<file path="src/filament_pkg.sv">
// Purpose: shared constants and types for the filament bridge block
// Assumes: 40 MHz system clock, 4 MHz oscillator tick derived from it
// Notes:   command addresses are the device's register command codes
package filament_pkg;

	// ------------------------------------------------------------
	// command addresses
	// ------------------------------------------------------------
	localparam logic [7:0] CMD_MAP_PORT = 8'h06;
	localparam logic [7:0] CMD_ON_TIME  = 8'h09;
	localparam logic [7:0] CMD_SEL_A    = 8'h0A;
	localparam logic [7:0] CMD_SEL_B    = 8'h0B;

	// ------------------------------------------------------------
	// output map port fields and reset values
	// ------------------------------------------------------------
	localparam int         PORT_CMD_BIT  = 7;
	localparam int         MAP_AW        = 7;
	localparam int         MAP_DW        = 7;
	localparam logic [6:0] PTR_RESET     = 7'h00;
	localparam logic [6:0] PTR_MAX       = 7'h79;
	localparam int         MAP_DEPTH     = 122;
	localparam logic [7:0] ON_TIME_RESET = 8'h01;
	localparam logic [7:0] ON_TIME_MIN   = 8'h01;
	localparam logic [7:0] ON_TIME_MAX   = 8'hC7;
	localparam int         SEL_W         = 2;

	// ------------------------------------------------------------
	// timing
	// ------------------------------------------------------------
	localparam int CLK_HZ       = 40_000_000;
	localparam int OSC_HZ       = 4_000_000;
	localparam int OSC_DIV      = CLK_HZ / OSC_HZ;
	localparam int FRAME_US     = 100;
	localparam int FRAME_CYCLES = FRAME_US * (OSC_HZ / 1_000_000);
	localparam int IDLE_BASE    = 199;
	localparam int GAP_CYCLES   = 2;
	localparam logic [3:0] DIV_LAST   = 4'(OSC_DIV - 1);
	localparam logic [8:0] FRAME_LAST = 9'(FRAME_CYCLES - 1);
	localparam logic [8:0] B_END      = 9'(IDLE_BASE);
	localparam logic [8:0] A_START    = 9'(IDLE_BASE + GAP_CYCLES);

	// ------------------------------------------------------------
	// types
	// ------------------------------------------------------------
	typedef enum logic [1:0] {
		SEL_LOW,
		SEL_HIGH,
		SEL_BLINK,
		SEL_FILAMENT
	} out_sel_t;

	localparam out_sel_t SEL_RESET = SEL_LOW;

	typedef struct packed {
		logic [7:0] addr;
		logic       wr;
		logic       rd;
		logic [7:0] wdata;
	} reg_req_t;

	typedef struct packed {
		logic a;
		logic b;
	} drive_pair_t;

endpackage

</file>
<file path="src/filament_bridge.sv">
// Purpose: filament full-bridge waveform, phase pin selectors, map port
// Assumes: register commands arrive as single-cycle strobes on clk
// Notes:   shutdown and blink phase come from logic on the same clock
`timescale 1ns/1ps
`default_nettype none

module filament_bridge (
	input  wire logic                    clk,          // 40 MHz clock
	input  wire logic                    srst,         // sync reset, high
	input  wire filament_pkg::reg_req_t  req,          // command strobe
	input  wire logic                    shutdown,     // device shut down
	input  wire logic                    blink_phase,  // 0 first, 1 second
	output logic [7:0]                   rdata,        // read answer
	output logic                         rvalid,       // read answer pulse
	output logic [6:0]                   map_pointer,  // current pointer
	output logic                         filament_drive_a, // phase a pin
	output logic                         filament_drive_b  // phase b pin
);
	import filament_pkg::*;

	// ------------------------------------------------------------
	// command decode
	// ------------------------------------------------------------
	wire hit_port  = (req.addr == CMD_MAP_PORT);
	wire hit_on    = (req.addr == CMD_ON_TIME);
	wire hit_sel_a = (req.addr == CMD_SEL_A);
	wire hit_sel_b = (req.addr == CMD_SEL_B);

	wire port_wr   = req.wr && hit_port;
	wire ptr_load  = port_wr && req.wdata[PORT_CMD_BIT];
	wire map_store = port_wr && !req.wdata[PORT_CMD_BIT];
	// a write wins over a read issued in the same cycle
	wire map_read  = req.rd && !req.wr && hit_port;

	// ------------------------------------------------------------
	// output map pointer and storage
	// ------------------------------------------------------------
	logic [6:0] ptr_reg;
	logic [6:0] ptr_next;
	logic [6:0] ptr_inc;
	logic [6:0] map_entry;

	// past the last location the pointer wraps to the first
	assign ptr_inc = (ptr_reg >= PTR_MAX) ? PTR_RESET : ptr_reg + 7'h01;

	assign ptr_next = ptr_load ? req.wdata[6:0] :
	                  (map_store || map_read) ? ptr_inc :
	                  ptr_reg;

	always_ff @(posedge clk) begin
		if (srst) begin
			ptr_reg <= PTR_RESET;
		end else begin
			ptr_reg <= ptr_next;
		end
	end

	output_map_ram u_map (
		.clk   (clk),
		.wr_en (map_store),
		.addr  (ptr_reg),
		.wdata (req.wdata[6:0]),
		.rdata (map_entry)
	);

	// ------------------------------------------------------------
	// control registers
	// ------------------------------------------------------------
	logic [7:0] on_time_reg;
	logic [7:0] on_time_next;
	out_sel_t   sel_a_reg;
	out_sel_t   sel_a_next;
	out_sel_t   sel_b_reg;
	out_sel_t   sel_b_next;

	assign on_time_next = (req.wr && hit_on) ? req.wdata : on_time_reg;
	// only the two low bits are kept
	assign sel_a_next = (req.wr && hit_sel_a) ?
	                    out_sel_t'(req.wdata[SEL_W-1:0]) : sel_a_reg;
	assign sel_b_next = (req.wr && hit_sel_b) ?
	                    out_sel_t'(req.wdata[SEL_W-1:0]) : sel_b_reg;

	always_ff @(posedge clk) begin
		if (srst) begin
			on_time_reg <= ON_TIME_RESET;
			sel_a_reg   <= SEL_RESET;
			sel_b_reg   <= SEL_RESET;
		end else begin
			on_time_reg <= on_time_next;
			sel_a_reg   <= sel_a_next;
			sel_b_reg   <= sel_b_next;
		end
	end

	// ------------------------------------------------------------
	// read answer
	// ------------------------------------------------------------
	logic [7:0] rsel;

	assign rsel = hit_port  ? {1'b0, map_entry} :
	              hit_on    ? on_time_reg :
	              hit_sel_a ? {6'h00, sel_a_reg} :
	              hit_sel_b ? {6'h00, sel_b_reg} :
	              8'h00;

	logic [7:0] rdata_reg;
	logic       rvalid_reg;
	wire        rd_take = req.rd && !req.wr;

	always_ff @(posedge clk) begin
		if (srst) begin
			rdata_reg  <= 8'h00;
			rvalid_reg <= 1'b0;
		end else begin
			rdata_reg  <= rd_take ? rsel : rdata_reg;
			rvalid_reg <= rd_take;
		end
	end

	assign rdata       = rdata_reg;
	assign rvalid      = rvalid_reg;
	assign map_pointer = ptr_reg;

	// ------------------------------------------------------------
	// oscillator tick
	// ------------------------------------------------------------
	logic [3:0] div_reg;
	wire        osc_tick = (div_reg == DIV_LAST);

	always_ff @(posedge clk) begin
		if (srst) begin
			div_reg <= 4'h0;
		end else begin
			div_reg <= osc_tick ? 4'h0 : div_reg + 4'h1;
		end
	end

	// ------------------------------------------------------------
	// frame position and latched on-time
	// ------------------------------------------------------------
	logic [8:0] pos_reg;
	logic [8:0] pos_next;
	logic [7:0] frame_on_reg;
	wire        frame_end = osc_tick && (pos_reg == FRAME_LAST);

	// shutdown parks the frame at its start so it restarts cleanly
	assign pos_next = shutdown ? 9'h000 :
	                  frame_end ? 9'h000 :
	                  osc_tick ? pos_reg + 9'h001 : pos_reg;

	always_ff @(posedge clk) begin
		if (srst) begin
			pos_reg      <= 9'h000;
			frame_on_reg <= ON_TIME_RESET;
		end else begin
			pos_reg      <= pos_next;
			// taken between frames or while shut down so no period is cut short
			if (frame_end || shutdown) begin
				frame_on_reg <= on_time_reg;
			end
		end
	end

	// ------------------------------------------------------------
	// bridge waveform
	// ------------------------------------------------------------
	logic [8:0] lead_end;
	logic [8:0] a_end;
	logic       wave_b;
	logic       wave_a;

	// lead idle is 0 .. 198-on, closing idle starts at 201+on
	assign lead_end = B_END - {1'b0, frame_on_reg};
	assign a_end    = A_START + {1'b0, frame_on_reg};
	assign wave_b   = (pos_reg >= lead_end) && (pos_reg < B_END);
	assign wave_a   = (pos_reg >= A_START) && (pos_reg < a_end);

	drive_pair_t fil;
	assign fil.a = wave_a && !shutdown;
	assign fil.b = wave_b && !shutdown;

	// ------------------------------------------------------------
	// pin selectors
	// ------------------------------------------------------------
	logic pin_a_next;
	logic pin_b_next;

	always_comb begin
		case (sel_a_reg)
			SEL_LOW:      pin_a_next = 1'b0;
			SEL_HIGH:     pin_a_next = 1'b1;
			SEL_BLINK:    pin_a_next = blink_phase;
			SEL_FILAMENT: pin_a_next = fil.a;
			default:      pin_a_next = 1'b0;
		endcase
	end

	always_comb begin
		case (sel_b_reg)
			SEL_LOW:      pin_b_next = 1'b0;
			SEL_HIGH:     pin_b_next = 1'b1;
			SEL_BLINK:    pin_b_next = blink_phase;
			SEL_FILAMENT: pin_b_next = fil.b;
			default:      pin_b_next = 1'b0;
		endcase
	end

	logic drive_a_reg;
	logic drive_b_reg;

	always_ff @(posedge clk) begin
		if (srst) begin
			drive_a_reg <= 1'b0;
			drive_b_reg <= 1'b0;
		end else begin
			drive_a_reg <= pin_a_next;
			drive_b_reg <= pin_b_next;
		end
	end

	assign filament_drive_a = drive_a_reg;
	assign filament_drive_b = drive_b_reg;

endmodule

`default_nettype wire

</file>
<file path="src/output_map_ram.sv">
// Purpose: output map storage, one 7-bit entry per location
// Assumes: single clock, write and read addressed by the same pointer
// Notes:   locations past the map depth ignore writes and read as zero
`timescale 1ns/1ps
`default_nettype none

module output_map_ram (
	input  wire logic                              clk,   // system clock
	input  wire logic                              wr_en, // store strobe
	input  wire logic [filament_pkg::MAP_AW-1:0]   addr,  // entry index
	input  wire logic [filament_pkg::MAP_DW-1:0]   wdata, // entry to store
	output logic      [filament_pkg::MAP_DW-1:0]   rdata  // entry at addr
);
	import filament_pkg::*;

	logic [MAP_DW-1:0] mem [MAP_DEPTH];
	wire               in_range = (32'(addr) < MAP_DEPTH);

	always_ff @(posedge clk) begin
		if (wr_en && in_range) begin
			mem[addr] <= wdata;
		end
	end

	assign rdata = in_range ? mem[addr] : '0;

endmodule

`default_nettype wire

</file>
<file path="config.mk">
export PLATFORM = sky130hd
export DESIGN_NAME = filament_bridge
export DESIGN_NICKNAME = d
export VERILOG_FILES = /design/src/filament_pkg.sv /design/src/filament_bridge.sv /design/src/output_map_ram.sv
export SDC_FILE = /design/constraint.sdc
export NUM_CORES = 1
export LEC_CHECK = 0
export BUFFER_PORTS_ARGS = -buffer_cell sky130_fd_sc_hd__buf_2
export CAP_MARGIN = 20
export CORE_ASPECT_RATIO = 1.4
export CORE_MARGIN = 8
export CORE_UTILIZATION = 60
export CTS_BUF_LIST = sky130_fd_sc_hd__clkbuf_4 sky130_fd_sc_hd__clkbuf_8
export DETAILED_ROUTE_END_ITERATION = 8
export MAX_ROUTING_LAYER = met4
export PLACE_DENSITY = 0.76
export RECOVER_POWER = 100
export SYNTH_ARGS = -nofsm -noshare
export SYNTH_HDL_FRONTEND = slang
export SYNTH_SLANG_ARGS = --single-unit
</file>
<file path="constraint.sdc">
create_clock -name clk -period 8.9 [get_ports clk]
set_input_delay 2.225 -clock clk [delete_from_list [all_inputs] [get_ports clk]]
set_output_delay 2.225 -clock clk [all_outputs]
set_load 0.01 [all_outputs]
</file>
==> results.json, run 1 <==
{
  "yosysWarnings": 0,
  "critPathCapture": "u_map.mem[39][3]$_DFFE_PP_",
  "p_leak_nw": 12.18,
  "drive_gt1_frac": 0.2050,
  "cts_tree": "yes",
  "critical_path_class": "input port to flop",
  "worst_path_dominant_cell_family": "buffers and inverters",
  "finClkSkew_ns": 0.02986,
  "cp_max_fo": 60,
  "syn_area_per_cell_sq_um": 18.55,
  "grt_pass1_vias": 20270,
  "cts_hold_buffers": 0,
  "htreeDepth": 4,
  "worst_r2r_endpoint": "u_map.mem[61][3]$_DFFE_PP_",
  "vias": 19970,
  "crit_chain": "clkbuf_1 > clkbuf_1",
  "ys_ff_latch": 912,
  "clk_pin_slew_ns": 0.07,
  "synthArstFlopShare": 0,
  "start_util": 0.6039,
  "ant_nets": 0,
  "hold_violations": 0,
  "post-cts-setup-buffers": 0,
  "largest_reg_flops": 854,
  "fillers": 3976,
  "setup_viol": 0,
  "place_hpwl_um": 54470,
  "violations": "capacitance limit, slew limit",
  "min_path_type": "flop to flop",
  "peakVddDrop_mv": 0.1210,
  "mappedNetlistNets": 2023,
  "r2r_cells": 4,
  "status": "complete, but fails checks",
  "floorplan.io_pins": 40,
  "most-common-layout-cells": "edfxtp_1 (854), nor2_1 (181), mux4_2 (164)",
  "relSlewSlack": -1.328,
  "rows": 107,
  "routed_wirelength_um": 89310,
  "cts_resized": 0,
  "cts_made_buffers": 130,
  "nets": 2119,
  "cp_common_cell": "clkbuf_1",
  "overflow": 0,
  "setup_tns_ns": 0,
  "worstPathArrival_ns": 6.13,
  "post-route-util": 0.6597,
  "clock_sinks": 912,
  "period_share": 0.6846,
  "reg2reg_from": "map_pointer[3]$_SDFFE_PP0N_",
  "crit_path_start_kind": "input port",
  "slowest_delay_ns": 2.47,
  "worstPathRequired_ns": 8.94,
  "path_depth": 2,
  "cp-startpoint": "req[3]",
  "grt_use_total": 0.2658,
  "syn2layout_area_growth_pct": 9.244,
  "yosysSeqAreaShare": 0.7319,
  "antenna_found_initial": 1,
  "finalPower_w": 0.008148,
  "drt_first_iter_violations": 2578,
  "core_area_sq_um": 60650,
  "avgRoutedWirePerCell_um": 29.87,
  "clockBufferDepth": 3,
  "tightest_slew_ns": 3.492,
  "die_w_um": 224.8,
  "io_buffers": 39,
  "path_buf_inv": 2,
  "syn-instance-count": 1974,
  "finalMaxSlewViolations": 610,
  "cts-root-buf": "clkbuf_8",
  "grt_pass1_wl_um": 130600,
  "grt_max_degree": 154,
  "die_h_um": 308.3,
  "synth-main-ff-cell": "edfxtp_1",
  "crit_path_top_delay_cell": "clkbuf_1",
  "drt-pass1-iter-count": 6,
  "clk_latency_ns": 0.74,
  "cap_violations": 15,
  "rsz0062_at_grt": "false",
  "power_density_nw_per_um2": 203.6,
  "r2r_setup_slack_ns": 4.77,
  "synth-edff-count": 854,
  "pre_cts_ws_ns": 3.408,
  "synth.cell_area_sq_um": 36630,
  "clock.fmax_ghz": 0.1641,
  "finalWeightedCongestion": 0.8876,
  "synth_cell_types": 65,
  "drc_errors": 0,
  "dieArea_sq_um": 69320,
  "final_common_cell": "edfxtp_1",
  "end_kind": "flop",
  "viasPerCell": 6.680,
  "period_needed_ns": 6.093,
  "layout_setup_ws_ns": 2.807
}
## final cells by class
cell class / count / area, sq um / share of cell area
Sequential cell: 912 / 26820 / 0.6704
Multi-Input combinational cell: 948 / 9151 / 0.2287
Clock buffer: 169 / 2132 / 0.05329
Tap cell: 817 / 1022 / 0.02555
Clock inverter: 64 / 488.0 / 0.01220
Timing Repair Buffer: 64 / 337.8 / 0.008443
Inverter: 14 / 52.55 / 0.001313
Antenna cell: 2 / 5.005 / 0.0001251
## report_power, final
part           internal [W]  switching [W]  total (W)
Clock               0.00178        0.00156    0.00334
Combinational     0.0000173      0.0000990   0.000116
Sequential          0.00469     0.00000262    0.00469
## per-stage QoR
| step | hold slack, ns | instance area (sq um) | instances |
|---|---|---|---|
| 2_1_floorplan | 0.4462 | 36630 | 1974 |
| 3_3_place_gp | 0.4624 | 37480 | 2755 |
| 3_5_place_dp | 0.4803 | 37480 | 2755 |
| 4_1_cts | 0.4911 | 40100 | 2988 |
| 5_1_grt | 0.5407 | 40010 | 2989 |
| 6_report | 0.5007 | 40010 | 2990 |
## cells in the mapped netlist (17+ instances only)
cell type	number	area, sq um
nand2b_1	17	106.4
nand2_1	52	195.2
ha_1	27	337.8
a21oi_1	34	170.2
dfxtp_1	58	1161
mux2_2	40	450.4
mux2i_1	95	950.9
nor2_1	181	679.4
clkbuf_1	31	116.4
o22ai_1	20	125.1
nor3_1	21	105.1
nor2b_1	34	212.7
a211oi_1	31	232.7
a22oi_1	20	150.1
nand3_1	26	130.1
buf_4	20	150.1
edfxtp_1	854	25640
buf_2	34	170.2
mux4_2	164	3694
o21ai_0	36	180.2
## logic make-up after synthesis
logic type      Yosys count  synth area share
compound gates          217           0.04110
xor+xnor                 20          0.004783
fa+ha+maj                27          0.009224
buf+inv                 114           0.01824
flops                   912            0.7319
mux                     311            0.1477
simple gates            373           0.04704
## worst min-delay path: cells and delay by family (launching register included)
family | cells | cell delay, ns
compound gates | 1 | 0.05
flops | 1 | 0.33
simple gates | 1 | 0.07
## how the worst min path moves through the flow
stage	startpoint	to	slack, ns	depth (start not counted)
detailed placement	rdata[7]$_SDFFE_PP0P_	rdata[7]$_SDFFE_PP0P_	0.48	2
floorplan	on_time_reg[0]$_SDFFE_PP1P_	on_time_reg[0]$_SDFFE_PP1P_	0.45	1
global route	on_time_reg[0]$_SDFFE_PP1P_	on_time_reg[0]$_SDFFE_PP1P_	0.54	1
finish	rdata[7]$_SDFFE_PP0P_	rdata[7]$_SDFFE_PP0P_	0.50	2
global placement	rdata[7]$_SDFFE_PP0P_	rdata[7]$_SDFFE_PP0P_	0.46	2
CTS	rdata[7]$_SDFFE_PP0P_	rdata[7]$_SDFFE_PP0P_	0.49	2
## metal layers
| metal | vias to the layer above | part of all wire | track usage |
|---|---|---|---|
| met1 | 10240 | 0.35 | 0.3169 |
| met2 | 1253 | 0.51 | 0.4403 |
| li1 | 8226 | - | - |
| met4 | 0 | 0.049 | 0.1266 |
| met5 | - | 0 | - |
| met3 | 257 | 0.086 | 0.04553 |
Power figures use the tool's default switching activity.
==> run 2, diff against run 1 <==
- CORE_UTILIZATION: 60 -> 59
- PLACE_DENSITY: 0.76 -> 0.78
- clock period: 8.9 -> 5.55 ns (I/O delays scaled with it)
==> run 2 against run 1 <==
Effect of this change:
- total power is 56% higher
- the run still ends with capacitance limit, slew limit left
- routed wire length is 4.3% lower
- first-iteration DRC count is 6.1% lower
- die area grew 1.6%
- via count fell by 1.6%
- largest power group unchanged
==> results.json, run 2 (synthesis gave the netlist of run 1 again) <==
{
  "reg2reg_from": "map_pointer[3]$_SDFFE_PP0N_",
  "violations": "capacitance limit, slew limit",
  "worst_path_dominant_cell_family": "buffers and inverters",
  "cap_violations": 15,
  "placed_cells": 2777,
  "hold_end": "rdata[7]$_SDFFE_PP0P_",
  "p_leak_nw": 12.14,
  "clk_pin_slew_ns": 0.06,
  "r2r_setup_slack_ns": 1.20,
  "grt_pass1_vias": 19960,
  "place_hpwl_um": 53460,
  "path_buf_inv": 2,
  "end_kind": "flop",
  "r2r_cells": 8,
  "io_buffers": 39,
  "hold_violations": 0,
  "peakVddDrop_mv": 0.1677,
  "finClkSkew_ns": 0.04576,
  "post-route-util": 0.6467,
  "drive_gt1_frac": 0.2003,
  "vias": 19660,
  "viasPerCell": 6.558,
  "cts-root-buf": "clkbuf_8",
  "crit_path_start_kind": "input port",
  "drc_errors": 0,
  "finalWeightedCongestion": 0.9496,
  "grt_pass1_wl_um": 126500,
  "grt_max_degree": 99,
  "most-common-layout-cells": "edfxtp_1 (854), nor2_1 (181), mux4_2 (164)",
  "critical_path_class": "input port to flop",
  "cts_resized": 0,
  "cp_max_fo": 69,
  "antenna_found_initial": 1,
  "worst_r2r_endpoint": "u_map.mem[54][2]$_DFFE_PP_",
  "grt_use_total": 0.2502,
  "stdcell_count": 2998,
  "rsz0062_at_grt": "false",
  "clock.fmax_ghz": 0.2240,
  "start_util": 0.5931,
  "relSlewSlack": -1.449,
  "overflow": 0,
  "slowest_delay_ns": 2.53,
  "nets": 2124,
  "tightest_slew_ns": 3.674,
  "period_needed_ns": 4.465,
  "clk_latency_ns": 0.76,
  "hp-start": "rdata[7]$_SDFFE_PP0P_",
  "power_density_nw_per_um2": 318.6,
  "cts_hold_buffers": 0,
  "finalPower_w": 0.01272,
  "worstPathRequired_ns": 5.99,
  "post-cts-setup-buffers": 0,
  "core_area_sq_um": 61750,
  "hold_path_depth": 2,
  "htreeDepth": 3,
  "worstPathArrival_ns": 4.90,
  "min_path_type": "flop to flop",
  "largest_reg_flops": 854,
  "ant_nets": 0,
  "period_share": 0.8045,
  "finalMaxSlewViolations": 645,
  "drt_first_iter_violations": 2422,
  "setup_viol": 0,
  "floorplan.io_pins": 40,
  "cts_made_buffers": 121,
  "setup_tns_ns": 0,
  "final_common_cell": "edfxtp_1",
  "clock_sinks": 912,
  "dieArea_sq_um": 70420,
  "drt-pass1-iter-count": 5,
  "cts_tree": "yes",
  "fillers": 4027,
  "avgRoutedWirePerCell_um": 28.50,
  "rows": 108,
  "die_w_um": 226.6,
  "clockBufferDepth": 3,
  "syn2layout_area_growth_pct": 9.046,
  "crit_chain": "clkbuf_1 > buf_4",
  "die_h_um": 310.8,
  "status": "complete, but fails checks",
  "crit_path_top_delay_cell": "clkbuf_1",
  "routed_wirelength_um": 85460
}
## run 2: cell count changes in the layout (fill, tap and decap cells not counted), moves of 2 or more
cell,delta
buf_4,+3
clkbuf_4,-2
clkbuf_2,+4
clkbuf_1,+4
clkbuf_8,-11
buf_12,+3
clkinv_1,+4
inv_6,-4
## run 2: area by class of cell
class	instances	area, sq um	share of cell area
clock buffer	156	1966	0.04922
sequential	912	26820	0.6716
antenna	1	2.502	0.00006266
tap	825	1032	0.02585
clock inverter	64	461.7	0.01156
inverter	14	52.55	0.001316
timing repair buffer	78	455.4	0.01140
multi-input combinational	948	9148	0.2290
## run 2: how the worst max path moves through the flow
stage,slack [ns],start,to,depth (start not counted)
after floorplan,1.91,req[15],u_map.mem[55][0]$_DFFE_PP_,8
after global placement,1.26,req[15],rdata[5]$_SDFFE_PP0P_,9
after detailed placement,1.16,req[15],rdata[2]$_SDFFE_PP0P_,9
after CTS,1.97,req[15],rdata[2]$_SDFFE_PP0P_,9
after global routing,1.0,req[1],u_map.mem[30][1]$_DFFE_PP_,2
final,1.09,req[1],u_map.mem[30][1]$_DFFE_PP_,2
## run 2: metal layers
| metal | global-route usage | up-vias | share of wire | wire, um |
|---|---|---|---|---|
| met5 | - | - | 0 | 0 |
| met4 | 0.1276 | 0 | 0.053 | 4499 |
| met3 | 0.04290 | 258 | 0.090 | 7659 |
| met2 | 0.4020 | 1234 | 0.51 | 43250 |
| met1 | 0.3048 | 9933 | 0.35 | 30050 |
| li1 | - | 8235 | - | - |
## run 2: where the power goes
part / internal, W / switching, W / total, W / leakage [nW]
clock network: 0.00263 / 0.00239 / 0.00502 / 1.26
registers: 0.00752 / 0.00000416 / 0.00752 / 8.14
logic: 0.0000295 / 0.000153 / 0.000182 / 2.73
## run 2: stage by stage
stage                     instance area, sq um  setup slack [ns]  hold WS, ns
after floorplan                          36630             1.908       0.4462
after global placement                   37640             1.256       0.4595
after detailed placement                 37640             1.157       0.4653
after CTS                                40060             1.967       0.4742
after global routing                     39940            0.9986       0.5101
final                                    39940             1.085       0.4774
==> run 3, diff against run 2 <==
- CORE_UTILIZATION: 59 -> 60
- PLACE_DENSITY: 0.78 -> 0.76
- clock period: 5.55 -> 4.25 ns (I/O delays scaled with it)
==> run 3 against run 2 <==
Effect of this change:
- register-to-register slack got worse by 0.88 ns
- largest power group unchanged
- first-iteration DRC count rose by 0.74%
- die area fell by 1.6%
- the run still ends with capacitance limit, slew limit left
- routed wire length rose by 2.8%
- clock skew rose by 0.0030 ns
==> results.json, run 3 (synthesis gave the netlist of run 1 again) <==
{
  "status": "complete, but fails checks",
  "violations": "capacitance limit, slew limit",
  "place_hpwl_um": 55390,
  "nets": 2153,
  "clk_latency_ns": 0.75,
  "peakVddDrop_mv": 0.2701,
  "start_util": 0.6039,
  "regArea_sq_um": 26820,
  "worst_path_dominant_cell_family": "buffers and inverters",
  "hold_violations": 0,
  "core_area_sq_um": 60650,
  "largest_reg_flops": 854,
  "rows": 107,
  "top_layer": "met4",
  "routed_wirelength_um": 87870,
  "syn2layout_area_growth_pct": 10.07,
  "finClkSkew_ns": 0.04878,
  "drc_errors": 0,
  "viasPerCell": 6.542,
  "dieArea_sq_um": 69320,
  "clock.fmax_ghz": 0.2541,
  "cts-root-buf": "clkbuf_8",
  "vias": 19760,
  "cp_max_fo": 15,
  "ant_nets": 0,
  "worstPathRequired_ns": 4.58,
  "p_leak_nw": 12.36,
  "m1WireLength_um": 32290,
  "cts_tree": "yes",
  "route.met3.wl_um": 7766,
  "cts_hold_buffers": 0,
  "cts_made_buffers": 120,
  "finalPower_w": 0.01690,
  "overflow": 0,
  "rsz0062_at_grt": "false",
  "antenna_found_initial": 3,
  "critical_path_class": "flop to flop",
  "die_h_um": 308.3,
  "post-cts-setup-buffers": 0,
  "setup_tns_ns": 0,
  "floorplan.io_pins": 40,
  "drt_first_iter_violations": 2440,
  "power_density_nw_per_um2": 419.3,
  "final_common_cell": "edfxtp_1",
  "relSlewSlack": -0.5440,
  "path_buf_inv": 2,
  "crit_path_start_kind": "flop",
  "finalWeightedCongestion": 0.9352,
  "cap_violations": 11,
  "fillers": 3890,
  "multi_input_area_sq_um": 9148,
  "crit_chain": "nand4_1 > o2111a_1 > buf_4 > nand3_1 > clkbuf_1 > nor2_1",
  "grt_use_total": 0.2639,
  "cts_resized": 0,
  "drive_gt1_frac": 0.2153,
  "most-common-layout-cells": "edfxtp_1 (854), nor2_1 (181), mux4_2 (164)",
  "finalMaxSlewViolations": 527,
  "crit_path_top_delay_cell": "clkbuf_1",
  "io_buffers": 39,
  "die_w_um": 224.8,
  "slowest_delay_ns": 1.24,
  "clk_pin_slew_ns": 0.07,
  "period_needed_ns": 3.935,
  "clockBufferDepth": 3,
  "worstPathArrival_ns": 4.26,
  "htreeDepth": 3,
  "grt_pass1_vias": 19970,
  "period_share": 0.9259,
  "grt_max_degree": 102,
  "grt_pass1_wl_um": 130600,
  "tightest_slew_ns": 2.316,
  "min_path_type": "flop to flop",
  "met2_length_um": 44230,
  "placed_cells": 2799,
  "setup_viol": 0,
  "end_kind": "flop",
  "stdcell_count": 3021,
  "clock_sinks": 912,
  "whs_ns": 0.4902,
  "avgRoutedWirePerCell_um": 29.08,
  "drt-pass1-iter-count": 6
}
-- run 3: cell types whose count changed in the layout (fill, tap and decap cells not counted), sizes merged --
| cell | delta |
|---|---|
| clkbuf | -12 |
| diode | +1 |
| clkinv | +6 |
| inv | +1 |
| clkinvlp | +1 |
| bufinv | +6 |
| buf | +28 |
-- run 3: path summary, 6_finish.rpt --
kind                                             startpoint                     endpoint  slack [ns]  cells after the start
worst min register to register        rdata[7]$_SDFFE_PP0P_        rdata[7]$_SDFFE_PP0P_        0.49                      2
worst max register to register  map_pointer[3]$_SDFFE_PP0N_  u_map.mem[101][4]$_DFFE_PP_        0.32                      6
worst max-delay path            map_pointer[3]$_SDFFE_PP0N_  u_map.mem[101][4]$_DFFE_PP_        0.32                      6
worst min-delay path                  rdata[7]$_SDFFE_PP0P_        rdata[7]$_SDFFE_PP0P_        0.49                      2
-- run 3: routing by layer --
| metal | up-vias | global-route usage |
|---|---|---|
| met5 | - | - |
| met4 | 0 | 0.1047 |
| met3 | 211 | 0.04287 |
| met2 | 1217 | 0.4298 |
| met1 | 10060 | 0.3322 |
| li1 | 8275 | - |
-- run 3: power by group --
group	internal, W	switching, W	leakage [nW]
combinational	0.0000419	0.000205	2.90
clock	0.00366	0.00317	1.32
sequential	0.00981	0.00000531	8.14
-- run 3: area by class of cell --
type	count	area share
clock inverter	78	0.01735
multi-input combinational	948	0.2269
sequential	912	0.6653
tap	817	0.02536
clock buffer	142	0.04553
timing repair buffer	108	0.01813
inverter	14	0.001304
antenna	2	0.0001242
-- run 3: tightest hold or removal path: stages (launching register included) --
cell and delay [ns]:
dfxtp_1 0.32, nand2b_1 0.07, a21oi_1 0.05
-- run 3: metrics by stage --
step / setup slack, ns / area, sq um / utilization
after floorplan: 0.9333 / 36630 / -
after global placement: 0.6209 / 37940 / 0.6256
after detailed placement: 0.5970 / 37940 / 0.6256
after CTS: 0.7479 / 40480 / 0.6674
after global routing: 0.2577 / 40310 / 0.6647
final: 0.3151 / 40310 / 0.6647
